File: config.mk
export PLATFORM = sky130hd
export DESIGN_NAME = ast_top
export DESIGN_NICKNAME = d
export VERILOG_FILES = /design/src/verilog/ast_pkg.sv /design/src/verilog/ast_top.sv
export VERILOG_INCLUDE_DIRS = /design/src /design/src/verilog
export SDC_FILE = /design/constraint.sdc
export NUM_CORES = 1
export LEC_CHECK = 0
export BUFFER_PORTS_ARGS = -buffer_cell sky130_fd_sc_hd__buf_2
export CAP_MARGIN = 40
export CORE_MARGIN = 2
export CORE_UTILIZATION = 36
export CTS_CLUSTER_DIAMETER = 50
export DETAILED_ROUTE_END_ITERATION = 7
export PLACE_DENSITY = 0.51
export SLEW_MARGIN = 20
export SYNTH_ARGS = -nofsm -noshare
export SYNTH_HDL_FRONTEND = slang
export SYNTH_SLANG_ARGS = --single-unit
File: constraint.sdc
create_clock -name aclk -period 8.3 [get_ports aclk]
set_input_delay 1.66 -clock aclk [delete_from_list [all_inputs] [get_ports aclk]]
set_output_delay 1.66 -clock aclk [all_outputs]
set_load 0.01 [all_outputs]
File: src/verilog/ast_map.svh
// register map, field positions, reset values and divider counts
// assumes inclusion by the transceiver top module
`ifndef AST_MAP_SVH
`define AST_MAP_SVH

`define AST_ADDR_W     4
`define AST_OFF_CTRL   4'h0
`define AST_OFF_STAT   4'h4
`define AST_OFF_DATA   4'h8

`define AST_B_TXEN     7
`define AST_B_RXEN     6
`define AST_B_STOP2    5
`define AST_B_EVEN     4
`define AST_B_PAR      3
`define AST_F_RATE     2:0

`define AST_B_PARITY_FAULT_FLAG     7
`define AST_B_FRAMING_FAULT_FLAG     6
`define AST_B_OVERRUN_FAULT_FLAG     5
`define AST_B_RX_HOLDING_FULL_FLAG     4
`define AST_B_TX_DONE_FLAG     3
`define AST_B_TX_HOLDING_EMPTY_FLAG     2

`define AST_CTRL_RST   8'h00
`define AST_STAT_RST   8'h0c

`define AST_RATE_TMR   3'h6
`define AST_DIV_0      9'h00d
`define AST_DIV_1      9'h01a
`define AST_DIV_2      9'h034
`define AST_DIV_3      9'h068
`define AST_DIV_4      9'h0d0
`define AST_DIV_5      9'h1a0
`define AST_DIV_7      9'h060

`define AST_TICK_LAST  4'hf
`define AST_SMP_A      4'h7
`define AST_SMP_B      4'h8
`define AST_SMP_C      4'h9
`define AST_RX_LAST_D  4'h8
`define AST_RX_PAR     4'h9
`define AST_TX_BASE    4'ha

`define AST_RESP_OK    2'h0
`define AST_RESP_ERR   2'h2

`endif

File: src/verilog/ast_pkg.sv
// shared types of the asynchronous serial transceiver
// assumes ast_map.svh sits in the include path
package ast_pkg;
	typedef enum logic {rx_hunt, rx_frame} ast_rx_e;
	typedef logic [7:0] ast_byte_t;
endpackage : ast_pkg

File: src/verilog/ast_top.sv
// asynchronous serial transceiver with an axi4-lite register slave
// assumes aclk at 10 MHz, rxd from an outside pin, timer3_output a one-cycle pulse on aclk
`timescale 1ns/10ps
`include "ast_map.svh"
module ast_top
	import ast_pkg::*;
(
	input  wire logic                   aclk,
	input  wire logic                   aresetn,
	input  wire logic [`AST_ADDR_W-1:0] awaddr,
	input  wire logic                   awvalid,
	output logic                        awready,
	input  wire logic [31:0]            wdata,
	input  wire logic [3:0]             wstrb,
	input  wire logic                   wvalid,
	output logic                        wready,
	output logic [1:0]                  bresp,
	output logic                        bvalid,
	input  wire logic                   bready,
	input  wire logic [`AST_ADDR_W-1:0] araddr,
	input  wire logic                   arvalid,
	output logic                        arready,
	output logic [31:0]                 rdata,
	output logic [1:0]                  rresp,
	output logic                        rvalid,
	input  wire logic                   rready,
	input  wire logic                   rxd,
	input  wire logic                   timer3_output,
	output logic                        txd,
	output logic                        tx_start_interrupt,
	output logic                        rx_done_interrupt
);

	function automatic logic maj3(input logic a, input logic b, input logic c);
		return (a & b) | (a & c) | (b & c);
	endfunction : maj3

	// parity bit that completes the byte to the chosen sense
	function automatic logic par_of(input ast_byte_t d, input logic even);
		return even ? ^d : ~^d;
	endfunction : par_of

	function automatic logic [8:0] rate_div(input logic [2:0] code);
		case (code)
			3'h0:    return `AST_DIV_0;
			3'h1:    return `AST_DIV_1;
			3'h2:    return `AST_DIV_2;
			3'h3:    return `AST_DIV_3;
			3'h4:    return `AST_DIV_4;
			3'h5:    return `AST_DIV_5;
			default: return `AST_DIV_7;
		endcase
	endfunction : rate_div

	ast_byte_t             ctrl_r, stat_r, rx_hold_r, tx_hold_r;
	logic [`AST_ADDR_W-1:0] aw_addr_r;
	logic [31:0]           w_data_r;
	logic [3:0]            w_strb_r;
	logic                  aw_got_r, w_got_r, st_rd_r, overrun_fault_flag_seen_r;
	logic [2:0]            rxs_r;
	logic                  rx_fil_r;
	logic                  parity_fault_flag_r, framing_fault_flag_r, overrun_fault_flag_r, rx_holding_full_flag_r, tx_done_flag_r, tx_holding_empty_flag_r;
	logic [8:0]            div_r;
	logic                  tick_r;
	ast_rx_e               rx_st_r;
	logic [3:0]            rx_sub_r, rx_bit_r;
	logic                  smp7_r, smp8_r;
	ast_byte_t             rx_sh_r;
	logic                  rx_par_r;
	logic                  tx_busy_r, tx_pend_r;
	logic [11:0]           tx_sh_r;
	logic [3:0]            tx_sub_r, tx_cnt_r;

	wire logic do_wr   = aw_got_r & w_got_r & ~bvalid;
	wire logic wr_ctrl = do_wr & (aw_addr_r == `AST_OFF_CTRL) & w_strb_r[0];
	wire logic wr_data = do_wr & (aw_addr_r == `AST_OFF_DATA) & w_strb_r[0];
	wire logic rd_go   = arvalid & arready;
	wire logic rd_stat = rd_go & (araddr == `AST_OFF_STAT);
	wire logic rd_data = rd_go & (araddr == `AST_OFF_DATA);
	wire logic rx_in   = rx_fil_r;
	wire logic rx_smp  = tick_r & (rx_st_r == rx_frame) & (rx_sub_r == `AST_SMP_C);
	wire logic rx_maj  = maj3(smp7_r, smp8_r, rx_in);
	wire logic par_on  = ctrl_r[`AST_B_PAR];
	wire logic rx_stop = rx_smp & (rx_bit_r == (par_on ? `AST_RX_PAR + 4'h1 : `AST_RX_PAR));
	wire logic tx_last = tick_r & tx_busy_r & (tx_sub_r == `AST_TICK_LAST) & (tx_cnt_r == 4'h1);
	wire logic tx_load = tx_pend_r & ctrl_r[`AST_B_TXEN] & (~tx_busy_r | tx_last);
	wire logic wr_ok   = wr_data & st_rd_r;

	// status byte gathered from the flag registers, one owner per flag
	assign stat_r = {parity_fault_flag_r, framing_fault_flag_r, overrun_fault_flag_r, rx_holding_full_flag_r, tx_done_flag_r, tx_holding_empty_flag_r, 2'h0};

	// write channel: address and data taken in either order, reply once both held
	always_ff @(posedge aclk) begin
		if (!aresetn) begin
			awready   <= 1'b0;
			wready    <= 1'b0;
			aw_got_r  <= 1'b0;
			w_got_r   <= 1'b0;
			aw_addr_r <= '0;
			w_data_r  <= '0;
			w_strb_r  <= '0;
			bvalid    <= 1'b0;
			bresp     <= `AST_RESP_OK;
		end else begin
			if (awvalid && awready) begin
				awready   <= 1'b0;
				aw_got_r  <= 1'b1;
				aw_addr_r <= awaddr;
			end else if (!aw_got_r && !bvalid) begin
				awready <= 1'b1;
			end
			if (wvalid && wready) begin
				wready   <= 1'b0;
				w_got_r  <= 1'b1;
				w_data_r <= wdata;
				w_strb_r <= wstrb;
			end else if (!w_got_r && !bvalid) begin
				wready <= 1'b1;
			end
			if (do_wr) begin
				bvalid   <= 1'b1;
				aw_got_r <= 1'b0;
				w_got_r  <= 1'b0;
				// status is read only; unmapped slots answer slverr
				bresp <= (aw_addr_r == `AST_OFF_CTRL || aw_addr_r == `AST_OFF_DATA)
					? `AST_RESP_OK : `AST_RESP_ERR;
			end else if (bvalid && bready) begin
				bvalid <= 1'b0;
			end
		end
	end

	// read channel: one outstanding read, data captured at the address handshake
	always_ff @(posedge aclk) begin
		if (!aresetn) begin
			arready <= 1'b0;
			rvalid  <= 1'b0;
			rdata   <= '0;
			rresp   <= `AST_RESP_OK;
		end else if (rd_go) begin
			arready <= 1'b0;
			rvalid  <= 1'b1;
			rresp   <= `AST_RESP_OK;
			case (araddr)
				`AST_OFF_CTRL: rdata <= {24'h000000, ctrl_r};
				`AST_OFF_STAT: rdata <= {24'h000000, stat_r};
				`AST_OFF_DATA: rdata <= {24'h000000, rx_hold_r};
				default: begin
					rdata <= '0;
					rresp <= `AST_RESP_ERR;
				end
			endcase
		end else if (rvalid && rready) begin
			rvalid <= 1'b0;
		end else if (!rvalid) begin
			arready <= 1'b1;
		end
	end

	// control register; rate must only change with both directions idle
	always_ff @(posedge aclk) begin
		if (!aresetn)
			ctrl_r <= `AST_CTRL_RST;
		else if (wr_ctrl)
			ctrl_r <= w_data_r[7:0];
	end

	// status-read arming: a data read or write ends the read-then-access sequence, except a data write in the same cycle as a status read
	always_ff @(posedge aclk) begin
		if (!aresetn) begin
			st_rd_r     <= 1'b0;
			overrun_fault_flag_seen_r <= 1'b0;
		end else if (rd_stat) begin
			st_rd_r     <= 1'b1;
			overrun_fault_flag_seen_r <= stat_r[`AST_B_OVERRUN_FAULT_FLAG];
		end else if (rd_data || wr_data) begin
			st_rd_r <= 1'b0;
		end
	end

	// rate tick: divider or timer3 pulse, sixteen per bit
	always_ff @(posedge aclk) begin
		if (!aresetn) begin
			div_r  <= '0;
			tick_r <= 1'b0;
		end else if (ctrl_r[`AST_F_RATE] == `AST_RATE_TMR) begin
			div_r  <= '0;
			tick_r <= timer3_output;
		end else if (div_r >= rate_div(ctrl_r[`AST_F_RATE]) - 9'h001) begin
			div_r  <= '0;
			tick_r <= 1'b1;
		end else begin
			div_r  <= div_r + 9'h001;
			tick_r <= 1'b0;
		end
	end

	// three-stage pin synchroniser, reset to the idle-high line level
	always_ff @(posedge aclk) begin
		if (!aresetn)
			rxs_r <= 3'h7;
		else
			rxs_r <= {rxs_r[1:0], rxd};
	end

	// a change counts once stages two and three agree; the first stage feeds nothing else
	always_ff @(posedge aclk) begin
		if (!aresetn)
			rx_fil_r <= 1'b1;
		else if (rxs_r[2] == rxs_r[1])
			rx_fil_r <= rxs_r[2];
	end

	// receiver sequencer: start detect, majority sampling, frame end
	always_ff @(posedge aclk) begin
		if (!aresetn) begin
			rx_st_r  <= rx_hunt;
			rx_sub_r <= '0;
			rx_bit_r <= '0;
			smp7_r   <= 1'b1;
			smp8_r   <= 1'b1;
			rx_sh_r  <= '0;
			rx_par_r <= 1'b0;
		end else begin
			case (rx_st_r)
				rx_hunt: begin
					// enable only looked at here, so a disable waits for frame end
					if (tick_r && !rx_in && ctrl_r[`AST_B_RXEN] &&
					    !stat_r[`AST_B_OVERRUN_FAULT_FLAG]) begin
						rx_st_r  <= rx_frame;
						rx_sub_r <= 4'h1;
						rx_bit_r <= '0;
					end
				end
				rx_frame: begin
					if (tick_r) begin
						rx_sub_r <= rx_sub_r + 4'h1;
						if (rx_sub_r == `AST_SMP_A)
							smp7_r <= rx_in;
						if (rx_sub_r == `AST_SMP_B)
							smp8_r <= rx_in;
						if (rx_sub_r == `AST_TICK_LAST)
							rx_bit_r <= rx_bit_r + 4'h1;
					end
					if (rx_smp) begin
						if (rx_bit_r == 4'h0 && rx_maj)
							rx_st_r <= rx_hunt;
						else if (rx_bit_r >= 4'h1 && rx_bit_r <= `AST_RX_LAST_D)
							rx_sh_r <= {rx_maj, rx_sh_r[7:1]};
						else if (rx_bit_r == `AST_RX_PAR && par_on)
							rx_par_r <= rx_maj;
						// finish mid stop bit so the next start edge is not missed
						if (rx_stop)
							rx_st_r <= rx_hunt;
					end
				end
				default: rx_st_r <= rx_hunt;
			endcase
		end
	end

	// receive holding register and its flags; a hardware set beats a clear
	always_ff @(posedge aclk) begin
		if (!aresetn) begin
			rx_hold_r         <= '0;
			rx_done_interrupt <= 1'b0;
			parity_fault_flag_r            <= 1'b0;
			framing_fault_flag_r            <= 1'b0;
			overrun_fault_flag_r            <= 1'b0;
			rx_holding_full_flag_r            <= 1'b0;
		end else begin
			rx_done_interrupt <= 1'b0;
			if (rd_data && st_rd_r) begin
				parity_fault_flag_r <= 1'b0;
				framing_fault_flag_r <= 1'b0;
				rx_holding_full_flag_r <= 1'b0;
				if (overrun_fault_flag_seen_r)
					overrun_fault_flag_r <= 1'b0;
			end
			if (rx_stop) begin
				if (!rx_maj)
					framing_fault_flag_r <= 1'b1;
				if (par_on && rx_par_r != par_of(rx_sh_r, ctrl_r[`AST_B_EVEN]))
					parity_fault_flag_r <= 1'b1;
				if (rx_holding_full_flag_r && !(rd_data && st_rd_r)) begin
					overrun_fault_flag_r <= 1'b1;
				end else begin
					rx_hold_r         <= rx_sh_r;
					rx_holding_full_flag_r            <= 1'b1;
					rx_done_interrupt <= 1'b1;
				end
			end
		end
	end

	// transmit holding register, shifter and flags
	always_ff @(posedge aclk) begin
		if (!aresetn) begin
			tx_hold_r          <= '0;
			tx_pend_r          <= 1'b0;
			tx_busy_r          <= 1'b0;
			tx_sh_r            <= '1;
			tx_sub_r           <= '0;
			tx_cnt_r           <= '0;
			txd                <= 1'b1;
			tx_start_interrupt <= 1'b0;
			tx_done_flag_r             <= 1'b1;
			tx_holding_empty_flag_r             <= 1'b1;
		end else begin
			tx_start_interrupt <= 1'b0;
			txd <= tx_busy_r ? tx_sh_r[0] : 1'b1;
			if (tick_r && tx_busy_r) begin
				tx_sub_r <= tx_sub_r + 4'h1;
				if (tx_sub_r == `AST_TICK_LAST) begin
					tx_sh_r  <= {1'b1, tx_sh_r[11:1]};
					tx_cnt_r <= tx_cnt_r - 4'h1;
				end
			end
			if (tx_last) begin
				tx_busy_r <= 1'b0;
				if (tx_holding_empty_flag_r || !ctrl_r[`AST_B_TXEN])
					tx_done_flag_r <= 1'b1;
			end
			if (tx_load) begin
				tx_pend_r <= 1'b0;
				tx_busy_r <= 1'b1;
				tx_sub_r  <= '0;
				tx_cnt_r  <= `AST_TX_BASE + {3'h0, par_on} + {3'h0, ctrl_r[`AST_B_STOP2]};
				tx_sh_r   <= par_on ? {2'h3, par_of(tx_hold_r, ctrl_r[`AST_B_EVEN]),
					tx_hold_r, 1'b0} : {3'h7, tx_hold_r, 1'b0};
				tx_holding_empty_flag_r <= 1'b1;
				tx_done_flag_r <= 1'b0;
				tx_start_interrupt <= 1'b1;
			end
			if (wr_ok) begin
				tx_hold_r <= w_data_r[7:0];
				tx_pend_r <= 1'b1;
				tx_holding_empty_flag_r <= 1'b0;
			end
		end
	end
endmodule : ast_top

### Word-level counts from Yosys, hierarchy flattened

Index checks and enable logic that the tools add are counted.
Widths: inputs -> output; s select.

| storage, ports and cells | value |
|---|---|
| bits in registers | 147 |
| input port bits | 53 |
| output and inout port bits | 44 |
| logic and storage cells | 230 |

| operators by class | value |
|---|---|
| add/subtract/negate cells | 8 |
| $lt $le $gt $ge | 3 |
| eq/ne operators | 22 |
| multiplexer cells | 60 |
| bitwise logic cells | 33 |
| reductions and logical operators | 61 |

Operators with widths:

| operator | count |
|---|---|
| $pmux 9 s6 | 1 |
| $mux 1 | 38 |
| $mux 12 | 3 |
| $mux 4 | 8 |
| $eq 4x4->1 const B | 7 |
| $pmux 8 s3 | 1 |
| $and 1x1->1 | 21 |
| $mux 9 | 2 |
| $logic_and 1x1->1 | 16 |
| $pmux 4 s2 | 2 |
| $reduce_bool 2->1 | 8 |
| $reduce_xnor 8->1 | 2 |
| $reduce_xor 8->1 | 2 |
| $reduce_and 2->1 | 7 |
| $add 4x1->4 const B | 3 |
| $logic_not 4->1 | 3 |
| $mux 10 | 1 |
| $reduce_or 2->1 | 5 |
| $add 9x1->9 const B | 1 |
| $eq 3x3->1 const B | 3 |
| $ge 9x9->1 | 1 |
| $not 1->1 | 9 |
| $reduce_and 3->1 | 3 |
| $sub 9x1->9 const B | 1 |
| 23 further kinds | 39 |

### Depth between registers and ports, before layout

Gate-level depths: netlist of run 1.

| depth | value |
|---|---|
| depth in word-level cells | 8 |
| depth in mapped cells | 13 |
| depth with buffers taken out | 12 |

### Worst setup path after synthesis of run 1

Ideal clock, no wire load.

| timing | value |
|---|---|
| kind | input to register |
| from | input araddr[3] |
| to | register rx_hold_r[0] |
| library setup time | 0.128 ns |
| arrival time | 2.757 ns |
| data required time | 8.172 ns |
| setup slack | 5.415 ns |
| stages on the path | 6 |
| path buffers | 2 |
| path through | clkbuf_1 nand4_1 a21o_1 buf_6 mux2i_1 nor2_1 |

| on the way | value |
|---|---|
| cells in the longest elaborated chain, start to end | 7 |

Ends and longest elaborated chain:

| item | RTL line | RTL |
|---|---|---|
| start: declaration | ast_top.sv:20 | `` input wire logic [`AST_ADDR_W-1:0] araddr, `` |
| $eq 4x4->1 | -- |  |
| $and 1x1->1 | ast_top.sv:79 | `` wire logic rd_data = rd_go & (araddr == `AST_OFF_DATA); `` |
| $logic_and 1x1->1 | ast_top.sv:285 | `if (rx_holding_full_flag_r && !(rd_data && st_rd_r)) begin` |
| $logic_not 1->1 | ast_top.sv:285 |  |
| $logic_and 1x1->1 | ast_top.sv:285 |  |
| $not 1->1 (no line) | -- |  |
| $reduce_and 2->1 (no line) | -- |  |
| end signal: assignment | ast_top.sv:288 | `rx_hold_r <= rx_sh_r;` |
| end: declaration | ast_top.sv:55 | `ast_byte_t ctrl_r, stat_r, rx_hold_r, tx_hold_r;` |

Every way passes these cells.
A chain may end at the register's enable or synchronous reset.

### Worst setup path after layout of run 1

| timing | value |
|---|---|
| from | register ctrl_r[0] |
| to | register tick_r |

| on the way | value |
|---|---|
| cells in the longest elaborated chain, start to end | 8 |
| elaborated cells on any way between the ends | 14 |
| those cells by class | add/sub (1); order compare (1); eq/ne (6); mux (5); reduce/logical (1) |

Ends and longest elaborated chain:

| item | RTL line | RTL |
|---|---|---|
| start: declaration | ast_top.sv:55 |  |
| start signal: assignment | ast_top.sv:163 | `` ctrl_r <= `AST_CTRL_RST; `` |
| start signal: assignment | ast_top.sv:165 | `ctrl_r <= w_data_r[7:0];` |
| $eq 3x3->1 (tied with other cells) | ast_top.sv:44 | `case (code)` |
| $pmux 9 s6 | ast_top.sv:44 |  |
| $mux 9 | ast_top.sv:186 | `` end else if (ctrl_r[`AST_F_RATE] == `AST_RATE_TMR) begin `` |
| $mux 9 | ast_top.sv:183 | `if (!aresetn) begin` |
| $sub 9x1->9 | ast_top.sv:189 | `` end else if (div_r >= rate_div(ctrl_r[`AST_F_RATE]) - 9'h001) begin `` |
| $ge 9x9->1 | ast_top.sv:189 |  |
| $mux 1 | ast_top.sv:189 |  |
| $mux 1 (*) | ast_top.sv:186 |  |
| end signal: assignment | ast_top.sv:188 | `tick_r <= timer3_output;` |
| end: declaration | ast_top.sv:64 | `logic tick_r;` |

Every way passes the cells marked *; elsewhere a longest branch is shown, timed or not. The select of a mux whose other input is x is not followed.

==> results.toml, run 1 <==
[worst_setup_path]
r2r-start = "ctrl_r[0]$_SDFFE_PN0P_"
cpPeakStageDelay_ps = 670
required_ps = 8660
r2r_slack_ps = 5180
critPathTopFamily = "compound AO/OA/AOI/OAI gates"
cp-end-kind = "flop"
crit_buf_inv = 1
worst-setup-path-type = "flop to flop"
critPathSlowestCell = "o211ai_1"
worstReg2RegEnd = "tick_r$_SDFF_PN0_"
crit_arrival_ps = 3490
path_common_cell = "ha_1"
r2r.worst_path.cells = 9
path_cells = "or3_1 > ha_1 > inv_1 > o22ai_1 > a221o_1 > ha_1 > nand3_1 > o211ai_1 > o311a_1"
critPathMaxFanout = 13
cp-start-kind = "flop"

[cts]
clkTransAtPathRegs_ps = 60
postCtsSetupBuffers = 0
holdBufCountCts = 0
clock_latency_ps = 420
cts_buffer_depth = 2
cts_buffers = 17
htreeDepth = 4
clock_sinks = 119
cts_tree = "done"
cts_root_buf = "clkbuf_16"
cts_resized = 0

[cells_and_area]
n_antenna_cell = 0
drive_above_1_share_pct = 14.6
syn_to_final_growth_pct = 15.5
multi_input_area_sq_mm = 0.00289
fill_cells = 1515
register_area_sq_mm = 0.00238
final_nets = 742

[timing]
post-route-min-period_ps = 3120
slew_headroom_pct = 44.0
max_freq_ghz = 0.320
finalCritPeriodShare_pct = 37.6
rsz0062_at_grt = "false"
finClkSkew_ps = 7.47
hold_slack_ps = 415
hold_viol = 0
setup_viol = 0
finalMaxSlewViolations = 0
worstMarginPinSlew_ps = 836
tns_ps = 0

[route]
drtIter0Drc = 178
vias_per_cell = 4.92
drt-total-wl_um = 12000
ant_nets = 0
first_pass_iters = 4
drcViolationCount = 0
wl_per_cell_um = 13.9
dr_total_vias = 4273

[synthesis]
ys_seq_area_share_pct = 42.8
yosys.cell_types.count = 57
yosys_warnings = 0
synth_top_area_cell = "dfxtp_1"
synthesis.area_per_instance_sq_um = 8.85
synth_top_area_share_pct = 42.8
yosys-top-cells-area = "dfxtp_1 43%, mux2i_1 6.5%, nor2_1 5.7%"
synthArstFlopShare_pct = 0
synth_edf_count = 0
synth_ff_type = "dfxtp_1"
ys_top_cells_by_count = "119 x dfxtp_1, 84 x nor2_1, 57 x nand2_1"
synthCells = 629
ys_seq_elements = 119
synthesis.area_sq_mm = 0.00557
synth_most_common_cell = "dfxtp_1"

[global_routing]
grt.total_usage_pct = 15.6
antenna_found_initial = 0
grt_max_degree = 80
grt_pass1_vias = 4034
grt-ovfl-total = 0
grt_first_pass_wirelength_um = 20000

[status]
outcome = "finished clean"

[worst_hold_path]
hold_end = "rxs_r[1]$_SDFF_PN1_"
hold_path_depth = 1
worstHoldStart = "rxs_r[0]$_SDFF_PN1_"
min_path_type = "flop to flop"

[power]
power_frac_clock_pct = 52.9
p_int_mw = 1.05
power_switching_mw = 0.310
p_sw_share_pct = 22.8
ir_drop_v = 0.000155
pwr-share-seq_pct = 43.4
leakage_nw = 2.70
power_density_mw_per_mm2 = 211
pwr-share-comb_pct = 3.7

[flow_run]
maxCapViolCount = 0

[floorplanning]
start_util_pct = 36.8
ios = 97
die_area_sq_mm = 0.0165
die_y_um = 128
core_sq_mm = 0.0151
fp.dieW_um = 128
fp-row-count = 45

[placed_design]
port_buffers = 43
place_congestion = 0.774
hpwlAfterDp_um = 8180
final cells by class:
| type | instances | area share (%) |
|---|---|---|
| Multi-Input combinational cell | 462 | 44.9 |
| Sequential cell | 119 | 37.1 |
| Clock buffer | 22 | 7.69 |
| Timing Repair Buffer | 46 | 4.01 |
| Tap cell | 188 | 3.66 |
| Clock inverter | 10 | 1.48 |
| Inverter | 21 | 1.23 |
layer usage:
metal,GRT usage (%),vias to the layer above,wire [um]
met2,25.2,69,5640
met3,5.28,15,443
met5,0,-,0
met1,19.3,2020,5780
met4,6.08,0,187
li1,-,2169,-
worst max path at each step:
stage / start / end / slack, ps / depth (start not counted)
2_1_floorplan: araddr[3] / rx_hold_r[0]$_SDFFE_PN0P_ / 5420 / 6
3_3_place_gp: araddr[3] / overrun_fault_flag_seen_r$_SDFFE_PN0P_ / 5000 / 6
3_5_place_dp: araddr[3] / rdata[4]$_SDFFE_PN0P_ / 4990 / 4
4_1_cts: ctrl_r[0]$_SDFFE_PN0P_ / tick_r$_SDFF_PN0_ / 5200 / 9
5_1_grt: ctrl_r[0]$_SDFFE_PN0P_ / div_r[3]$_SDFF_PP0_ / 5030 / 10
6_report: ctrl_r[0]$_SDFFE_PN0P_ / tick_r$_SDFF_PN0_ / 5180 / 9
per-stage QoR:
stage / instance area [sq um] / cells / worst slack [ps] / utilization [%] / power [mW]
6_report: 6430 / 868 / 5180 / 42.4 / 1.36
5_1_grt: 6430 / 868 / 5030 / 42.4 / 1.41
4_1_cts: 6400 / 867 / 5200 / 42.3 / 1.37
3_5_place_dp: 5810 / 835 / 4990 / 38.4 / 0.650
3_3_place_gp: 5810 / 835 / 5000 / 38.4 / 0.649
2_1_floorplan: 5660 / 654 / 5420 / - / 0.640
flip-flops by register name, indices dropped and copies added (netlist names), 3 cells and up:
register and cells:
rx_hold_r 8, div_r 9, rx_sub_r 4, tx_sh_r 10
aw_addr_r 4, tx_sub_r 4, tx_cnt_r 4, rdata 8
tx_hold_r 8, rxs_r 3, rx_bit_r 4, w_data_r 8
ctrl_r 8, rx_sh_r 8
placed cells by master (no fill, tap or decap), types with 2 or more instances in the layout:
cell | Yosys | layout
and2_1 | 6 | 6
clkinv_4 | 0 | 2
nor3_1 | 16 | 16
and3_1 | 4 | 4
a211oi_1 | 5 | 5
a22oi_1 | 7 | 7
clkbuf_16 | 0 | 17
o21ai_0 | 29 | 29
nand4_1 | 4 | 4
ha_1 | 22 | 22
clkinv_2 | 0 | 2
inv_1 | 20 | 20
buf_2 | 3 | 43
o311ai_0 | 2 | 2
conb_1 | 1 | 26
nand3_1 | 21 | 21
xor2_1 | 10 | 10
and4_1 | 2 | 2
xnor2_1 | 21 | 21
a31oi_1 | 2 | 2
clkinvlp_4 | 0 | 5
mux2_2 | 14 | 14
buf_4 | 29 | 2
clkbuf_8 | 0 | 5
nor2b_1 | 5 | 5
a21oi_1 | 36 | 36
nor2_1 | 84 | 84
nand2b_1 | 12 | 12
mux2i_1 | 36 | 36
nand2_1 | 57 | 57
o21ai_1 | 3 | 3
a21o_1 | 6 | 6
nand3b_1 | 6 | 6
o211ai_1 | 2 | 2
dfxtp_1 | 119 | 119
cell families after synthesis:
group	Yosys count	share of synthesized area (%)
simple gates	229	19.3
flops	119	42.8
compound gates	102	11.0
buf+inv	73	7.08
mux	50	9.30
xor+xnor	32	5.28
fa+ha+maj	23	5.12
other cells	1	0.0674
power groups by stage:
stage	logic, mW	registers, mW	clock network (mW)
6_report	0.0508	0.589	0.718
5_1_grt	0.0571	0.590	0.765
4_1_cts	0.0494	0.589	0.736
3_5_place_dp	0.0494	0.601	0
3_3_place_gp	0.0483	0.600	0
2_1_floorplan	0.0406	0.599	0
worst register-to-register path, cell delays in order (launching register included):
cell and delay (ps):
dfxtp_1 450, or3_1 490, ha_1 270, inv_1 90, o22ai_1 80, a221o_1 370, ha_1 290, nand3_1 70
o211ai_1 670, o311a_1 290
(Power assumes the default switching activity.)
==> run 2: changes to the inputs <==
- ABC_AREA: default -> 1
- PLACE_DENSITY: 0.51 -> 0.53
- clock period: 8.3 -> 2.7 ns (I/O delays scaled with it)
==> run 2 against run 1 <==
Compared with the run above:
- sequential share of layout area shrank 1.4 points
- count of clock-buffer cells in the layout grew 7
- design area grew 3.9%
- critical path type unchanged
==> results.toml, run 2 <==
[status]
outcome = "finished clean"

[route]
vias_per_cell = 4.52
dr_total_vias = 4772
drt-total-wl_um = 12500
drcViolationCount = 0
first_pass_iters = 7
drtIter0Drc = 216
wl_per_cell_um = 11.8
ant_nets = 0

[timing]
fin_ws_ps = 283
post-route-min-period_ps = 2420
setup_viol = 0
hold_slack_ps = 320
slew_headroom_pct = 56.5
finalMaxSlewViolations = 0
worstMarginPinSlew_ps = 651
max_freq_ghz = 0.414
finClkSkew_ps = 5.08
tns_ps = 0
rsz0062_at_grt = "false"
finalCritPeriodShare_pct = 89.5
hold_viol = 0

[cells_and_area]
fin_util_pct = 42.5
largest-register = "tx_sh_r"
largest_reg_flops = 10
n_antenna_cell = 0
final_nets = 904
most-common-layout-cells = "173 x nand2_1, 119 x dfxtp_1, 77 x nor2_1"
final_cells = 1056
largest_registers = "tx_sh_r (10), div_r (9)"
syn_to_final_growth_pct = 16.5
final_common_cell = "nand2_1"
drive_above_1_share_pct = 12.9

[worst_setup_path]
required_ps = 3030
critPathSlowestCell = "dfxtp_1"
crit_buf_inv = 2
r2r-start = "ctrl_r[0]$_SDFFE_PN0P_"
critPathMaxFanout = 10
critPathTopFamily = "simple AND/OR/NAND/NOR gates"
worstReg2RegEnd = "div_r[4]$_SDFF_PP0_"
path_cells = "inv_1 > nor2_2 > nand2_1 > ha_1 > o31ai_1 > nor3_1 > xnor2_1 > ha_1 > a21oi_1 > o21ai_0 > nand2_1 > nand4_1 > buf_4 > nor3b_1"
cpPeakStageDelay_ps = 400
r2r_slack_ps = 280
crit_arrival_ps = 2750
worst-setup-path-type = "flop to flop"
cp-start-kind = "flop"
r2r.worst_path.cells = 14
cp-end-kind = "flop"

[global_routing]
met1_usage_pct = 22.2
gr-usage-met3_pct = 4.02
grt_first_pass_wirelength_um = 20700
grt.busiest_layer = "met2"
grt.total_usage_pct = 15.8
use_met2_pct = 23.2
grt_pass1_vias = 4297
antenna_found_initial = 0
grt-ovfl-total = 0
grt_max_degree = 36

[synthesis]
synthCells = 777
synthArstFlopShare_pct = 0
synth_edf_count = 0
synth_most_common_cell = "nand2_1"
synth_top_area_share_pct = 41.6
ys_top_cells_by_count = "173 x nand2_1, 119 x dfxtp_1, 78 x nor2_1"
synth_ff_type = "dfxtp_1"
yosys-top-cells-area = "dfxtp_1 42%, nand2_1 11%, a21oi_1 6.5%"
yosys_warnings = 0
synth_top_area_cell = "dfxtp_1"
ys_seq_area_share_pct = 41.6
synthesis.area_per_instance_sq_um = 7.38
ys_seq_elements = 119
yosys.cell_types.count = 40
synthesis.area_sq_mm = 0.00573

[floorplanning]
ios = 97
die_area_sq_mm = 0.0170
die_y_um = 130
fp.dieW_um = 130
fp-row-count = 46
start_util_pct = 36.5
core_sq_mm = 0.0157

[power]
power_density_mw_per_mm2 = 620
leakage_nw = 2.91
ir_drop_v = 0.000420

[flow_run]
maxCapViolCount = 0

[cts]
cts_tree = "done"
clock_latency_ps = 410
cts_buffer_depth = 2
htreeDepth = 4
cts_buffers = 17
clock_sinks = 119
postCtsSetupBuffers = 0
clkTransAtPathRegs_ps = 50
cts_root_buf = "clkbuf_16"

[placed_design]
dp_slack_ps = 201
hpwlAfterDp_um = 9020
place_inst = 1026
port_buffers = 43
place_congestion = 0.801

[worst_hold_path]
worstHoldStart = "rxd"
hold_path_depth = 2
min_path_type = "input pin to flop"
hold_end = "rxs_r[0]$_SDFF_PN1_"
[run 2: cell type report]
cell class / instances / area, sq um
clock buffer: 29 / 571
clock inverter: 1 / 5.00
fill: 1678 / 9030
inverter: 78 / 293
multi-input combinational: 558 / 2850
sequential: 119 / 2380
tap: 216 / 270
timing repair buffer: 55 / 305
[run 2: repair_timing]
action                     4_1_cts  5_1_grt
hold buffers                     0        0
setup endpoints to repair        0       10
gates resized for setup          0        1
[run 2: power by group]
part           leakage [nW]  switching (mW)  internal (mW)
sequential            0.964          0.0199           1.79
clock                 0.288           0.744           1.41
combinational          1.66           0.122         0.0609
[run 2: routing by layer]
| metal | share of wire [%] | vias up |
|---|---|---|
| li1 | - | 2577 |
| met3 | 4.3 | 10 |
| met2 | 43 | 82 |
| met4 | 1.0 | 0 |
| met5 | 0 | - |
| met1 | 52 | 2103 |
[run 2: worst max-delay path by stage]
stage	start	endpoint	slack, ps	cells past startpoint
floorplan	ctrl_r[2]$_SDFFE_PN0P_	tick_r$_SDFF_PN0_	250	14
global placement	ctrl_r[0]$_SDFFE_PN0P_	tick_r$_SDFF_PN0_	220	15
detailed placement	ctrl_r[0]$_SDFFE_PN0P_	tick_r$_SDFF_PN0_	200	15
CTS	ctrl_r[0]$_SDFFE_PN0P_	tick_r$_SDFF_PN0_	180	15
global route	ctrl_r[0]$_SDFFE_PN0P_	div_r[4]$_SDFF_PP0_	6	14
finish	ctrl_r[0]$_SDFFE_PN0P_	div_r[4]$_SDFF_PP0_	280	14
[run 2: cell families after synthesis]
logic type,share of synthesized area (%)
AND/OR/NAND/NOR,25.6
AO/OA/AOI/OAI,14.4
buffers and inverters,10.3
flip-flops,41.6
adder cells (fa/ha/maj),4.98
XOR/XNOR,3.06
other,0.0654
[run 2: through the flow]
stage | power, mW | area, sq um
2_1_floorplan | 1.99 | 5830
3_3_place_gp | 2.03 | 6100
3_5_place_dp | 2.03 | 6100
4_1_cts | 4.21 | 6680
5_1_grt | 4.33 | 6680
6_report | 4.14 | 6680
[run 2: worst reg2reg max path: stages, from the launching register on]
cell	delay, ps
dfxtp_1	400
inv_1	80
nor2_2	150
nand2_1	120
ha_1	250
o31ai_1	110
nor3_1	100
xnor2_1	140
ha_1	310
a21oi_1	120
o21ai_0	90
nand2_1	60
nand4_1	70
buf_4	180
nor3b_1	170
==> run 3: changes to the inputs <==
- REMOVE_ABC_BUFFERS: default -> 1
==> run 3 against run 2 <==
Compared with the run above:
- combinational power barely moved
- worst setup slack improved by 57 ps
- sequential power barely moved
- global-route usage fell by 0.067 points
- via count fell by 0.46%
- largest cell class unchanged
- largest power group unchanged
- highest routed layer unchanged
==> results.toml, run 3 (synthesis gave the netlist of run 2 again) <==
[cts]
postCtsSetupBuffers = 0
holdBufCountCts = 0
htreeDepth = 4
cts_buffer_depth = 2
cts_tree = "done"
cts_resized = 0
clock_latency_ps = 410
clock_sinks = 119
cts_buffers = 17
clkTransAtPathRegs_ps = 50
cts_root_buf = "clkbuf_16"

[route]
drcViolationCount = 0
top_layer_used = "met4"
dr_total_vias = 4750
drtIter0Drc = 297
route.met3.wl_um = 390
wl_met2_um = 5530
first_pass_iters = 4
wl_met1_um = 6350
vias_per_cell = 4.50
wl_per_cell_um = 11.8
ant_nets = 0
drt-total-wl_um = 12400

[timing]
finalCritPeriodShare_pct = 87.4
max_freq_ghz = 0.424
finClkSkew_ps = 6.01
setup_viol = 0
slew_headroom_pct = 58.4
finalMaxSlewViolations = 0
tns_ps = 0
hold_viol = 0
worstMarginPinSlew_ps = 622
rsz0062_at_grt = "false"
post-route-min-period_ps = 2360

[cells_and_area]
largest_reg_flops = 10
largest-register = "tx_sh_r"
n_antenna_cell = 0
largest_registers = "tx_sh_r (10), div_r (9)"
syn_to_final_growth_pct = 16.5
final_nets = 902
final_common_cell = "nand2_1"
most-common-layout-cells = "172 x nand2_1, 116 x dfxtp_1, 77 x nor2_1"
design_area_sq_mm = 0.00668
drive_above_1_share_pct = 13.3

[worst_setup_path]
cp-start-kind = "flop"
worst-setup-path-type = "flop to flop"
critPathMaxFanout = 6
crit_arrival_ps = 2690
critPathSlowestCell = "dfxtp_2"
critPathTopFamily = "simple AND/OR/NAND/NOR gates"
path_cells = "inv_2 > nor2_4 > nand2_1 > ha_1 > o31ai_1 > nor3_1 > xnor2_1 > ha_1 > a21oi_1 > o21ai_0 > nand2_1 > nand4_1 > buf_4 > nor3b_1"
crit_buf_inv = 2
cpPeakStageDelay_ps = 370
cp-end-kind = "flop"
required_ps = 3040

[global_routing]
grt.total_usage_pct = 15.7
antenna_found_initial = 0
grt-ovfl-total = 0
grt_first_pass_wirelength_um = 20900
grt_pass1_vias = 4350
grt_max_degree = 34

[placed_design]
placed_area_sq_mm = 0.00609
port_buffers = 43
hpwlAfterDp_um = 9020
place_congestion = 0.805

[floorplanning]
fp.dieW_um = 130
die_y_um = 130
die_area_sq_mm = 0.0170
fp-row-count = 46
start_util_pct = 36.5
core_sq_mm = 0.0157
ios = 97

[worst_hold_path]
min_path_type = "input pin to flop"

[status]
outcome = "finished clean"

[flow_run]
maxCapViolCount = 0

[power]
ir_drop_v = 0.000467
leakage_nw = 2.90
power.total_mw = 4.19
power_density_mw_per_mm2 = 628
==> run 3: through the flow <==
| stage | util, % | hold slack, ps | instances | setup slack, ps |
|---|---|---|---|---|
| 5_1_grt | 42.5 | 300 | 1056 | 9.64 |
| 4_1_cts | 42.4 | 293 | 1056 | 134 |
| 3_5_place_dp | 38.7 | 403 | 1024 | 184 |
| 6_report | 42.5 | 312 | 1056 | 340 |
| 2_1_floorplan | - | 393 | 755 | 348 |
| 3_3_place_gp | 38.7 | 395 | 1024 | 174 |
==> run 3: per-layer routing <==
layer  global-route usage, %  vias to the layer above
met4                    6.45                        0
li1                        -                     2578
met1                    21.1                     2086
met3                    3.28                       14
met2                    24.8                       72
met5                       0                        -
==> run 3: path summary, 6_finish.rpt <==
| path | start | endpoint | slack (ps) | cells past startpoint |
|---|---|---|---|---|
| worst max register to register | ctrl_r[0]$_SDFFE_PN0P_ | div_r[4]$_SDFF_PP0_ | 340 | 14 |
| worst min register to register | rxs_r[0]$_SDFF_PN1_ | rxs_r[1]$_SDFF_PN1_ | 410 | 1 |
| worst max-delay path | ctrl_r[0]$_SDFFE_PN0P_ | div_r[4]$_SDFF_PP0_ | 340 | 14 |
| worst min-delay path | rxd | rxs_r[0]$_SDFF_PN1_ | 310 | 2 |
==> run 3: where the power goes <==
part	leakage [nW]	internal, mW	total [mW]	switching (mW)
clock	0.284	1.43	2.20	0.779
sequential	0.966	1.79	1.81	0.0190
combinational	1.65	0.0609	0.184	0.123
total	2.90	3.27	4.19	0.921
==> run 3: layout make-up <==
class | count | area [sq um]
Clock buffer | 24 | 482
Clock inverter | 8 | 96.3
Fill cell | 1660 | 9030
Inverter | 78 | 293
Multi-Input combinational cell | 558 | 2860
Sequential cell | 119 | 2390
Tap cell | 216 | 270
Timing Repair Buffer | 53 | 290
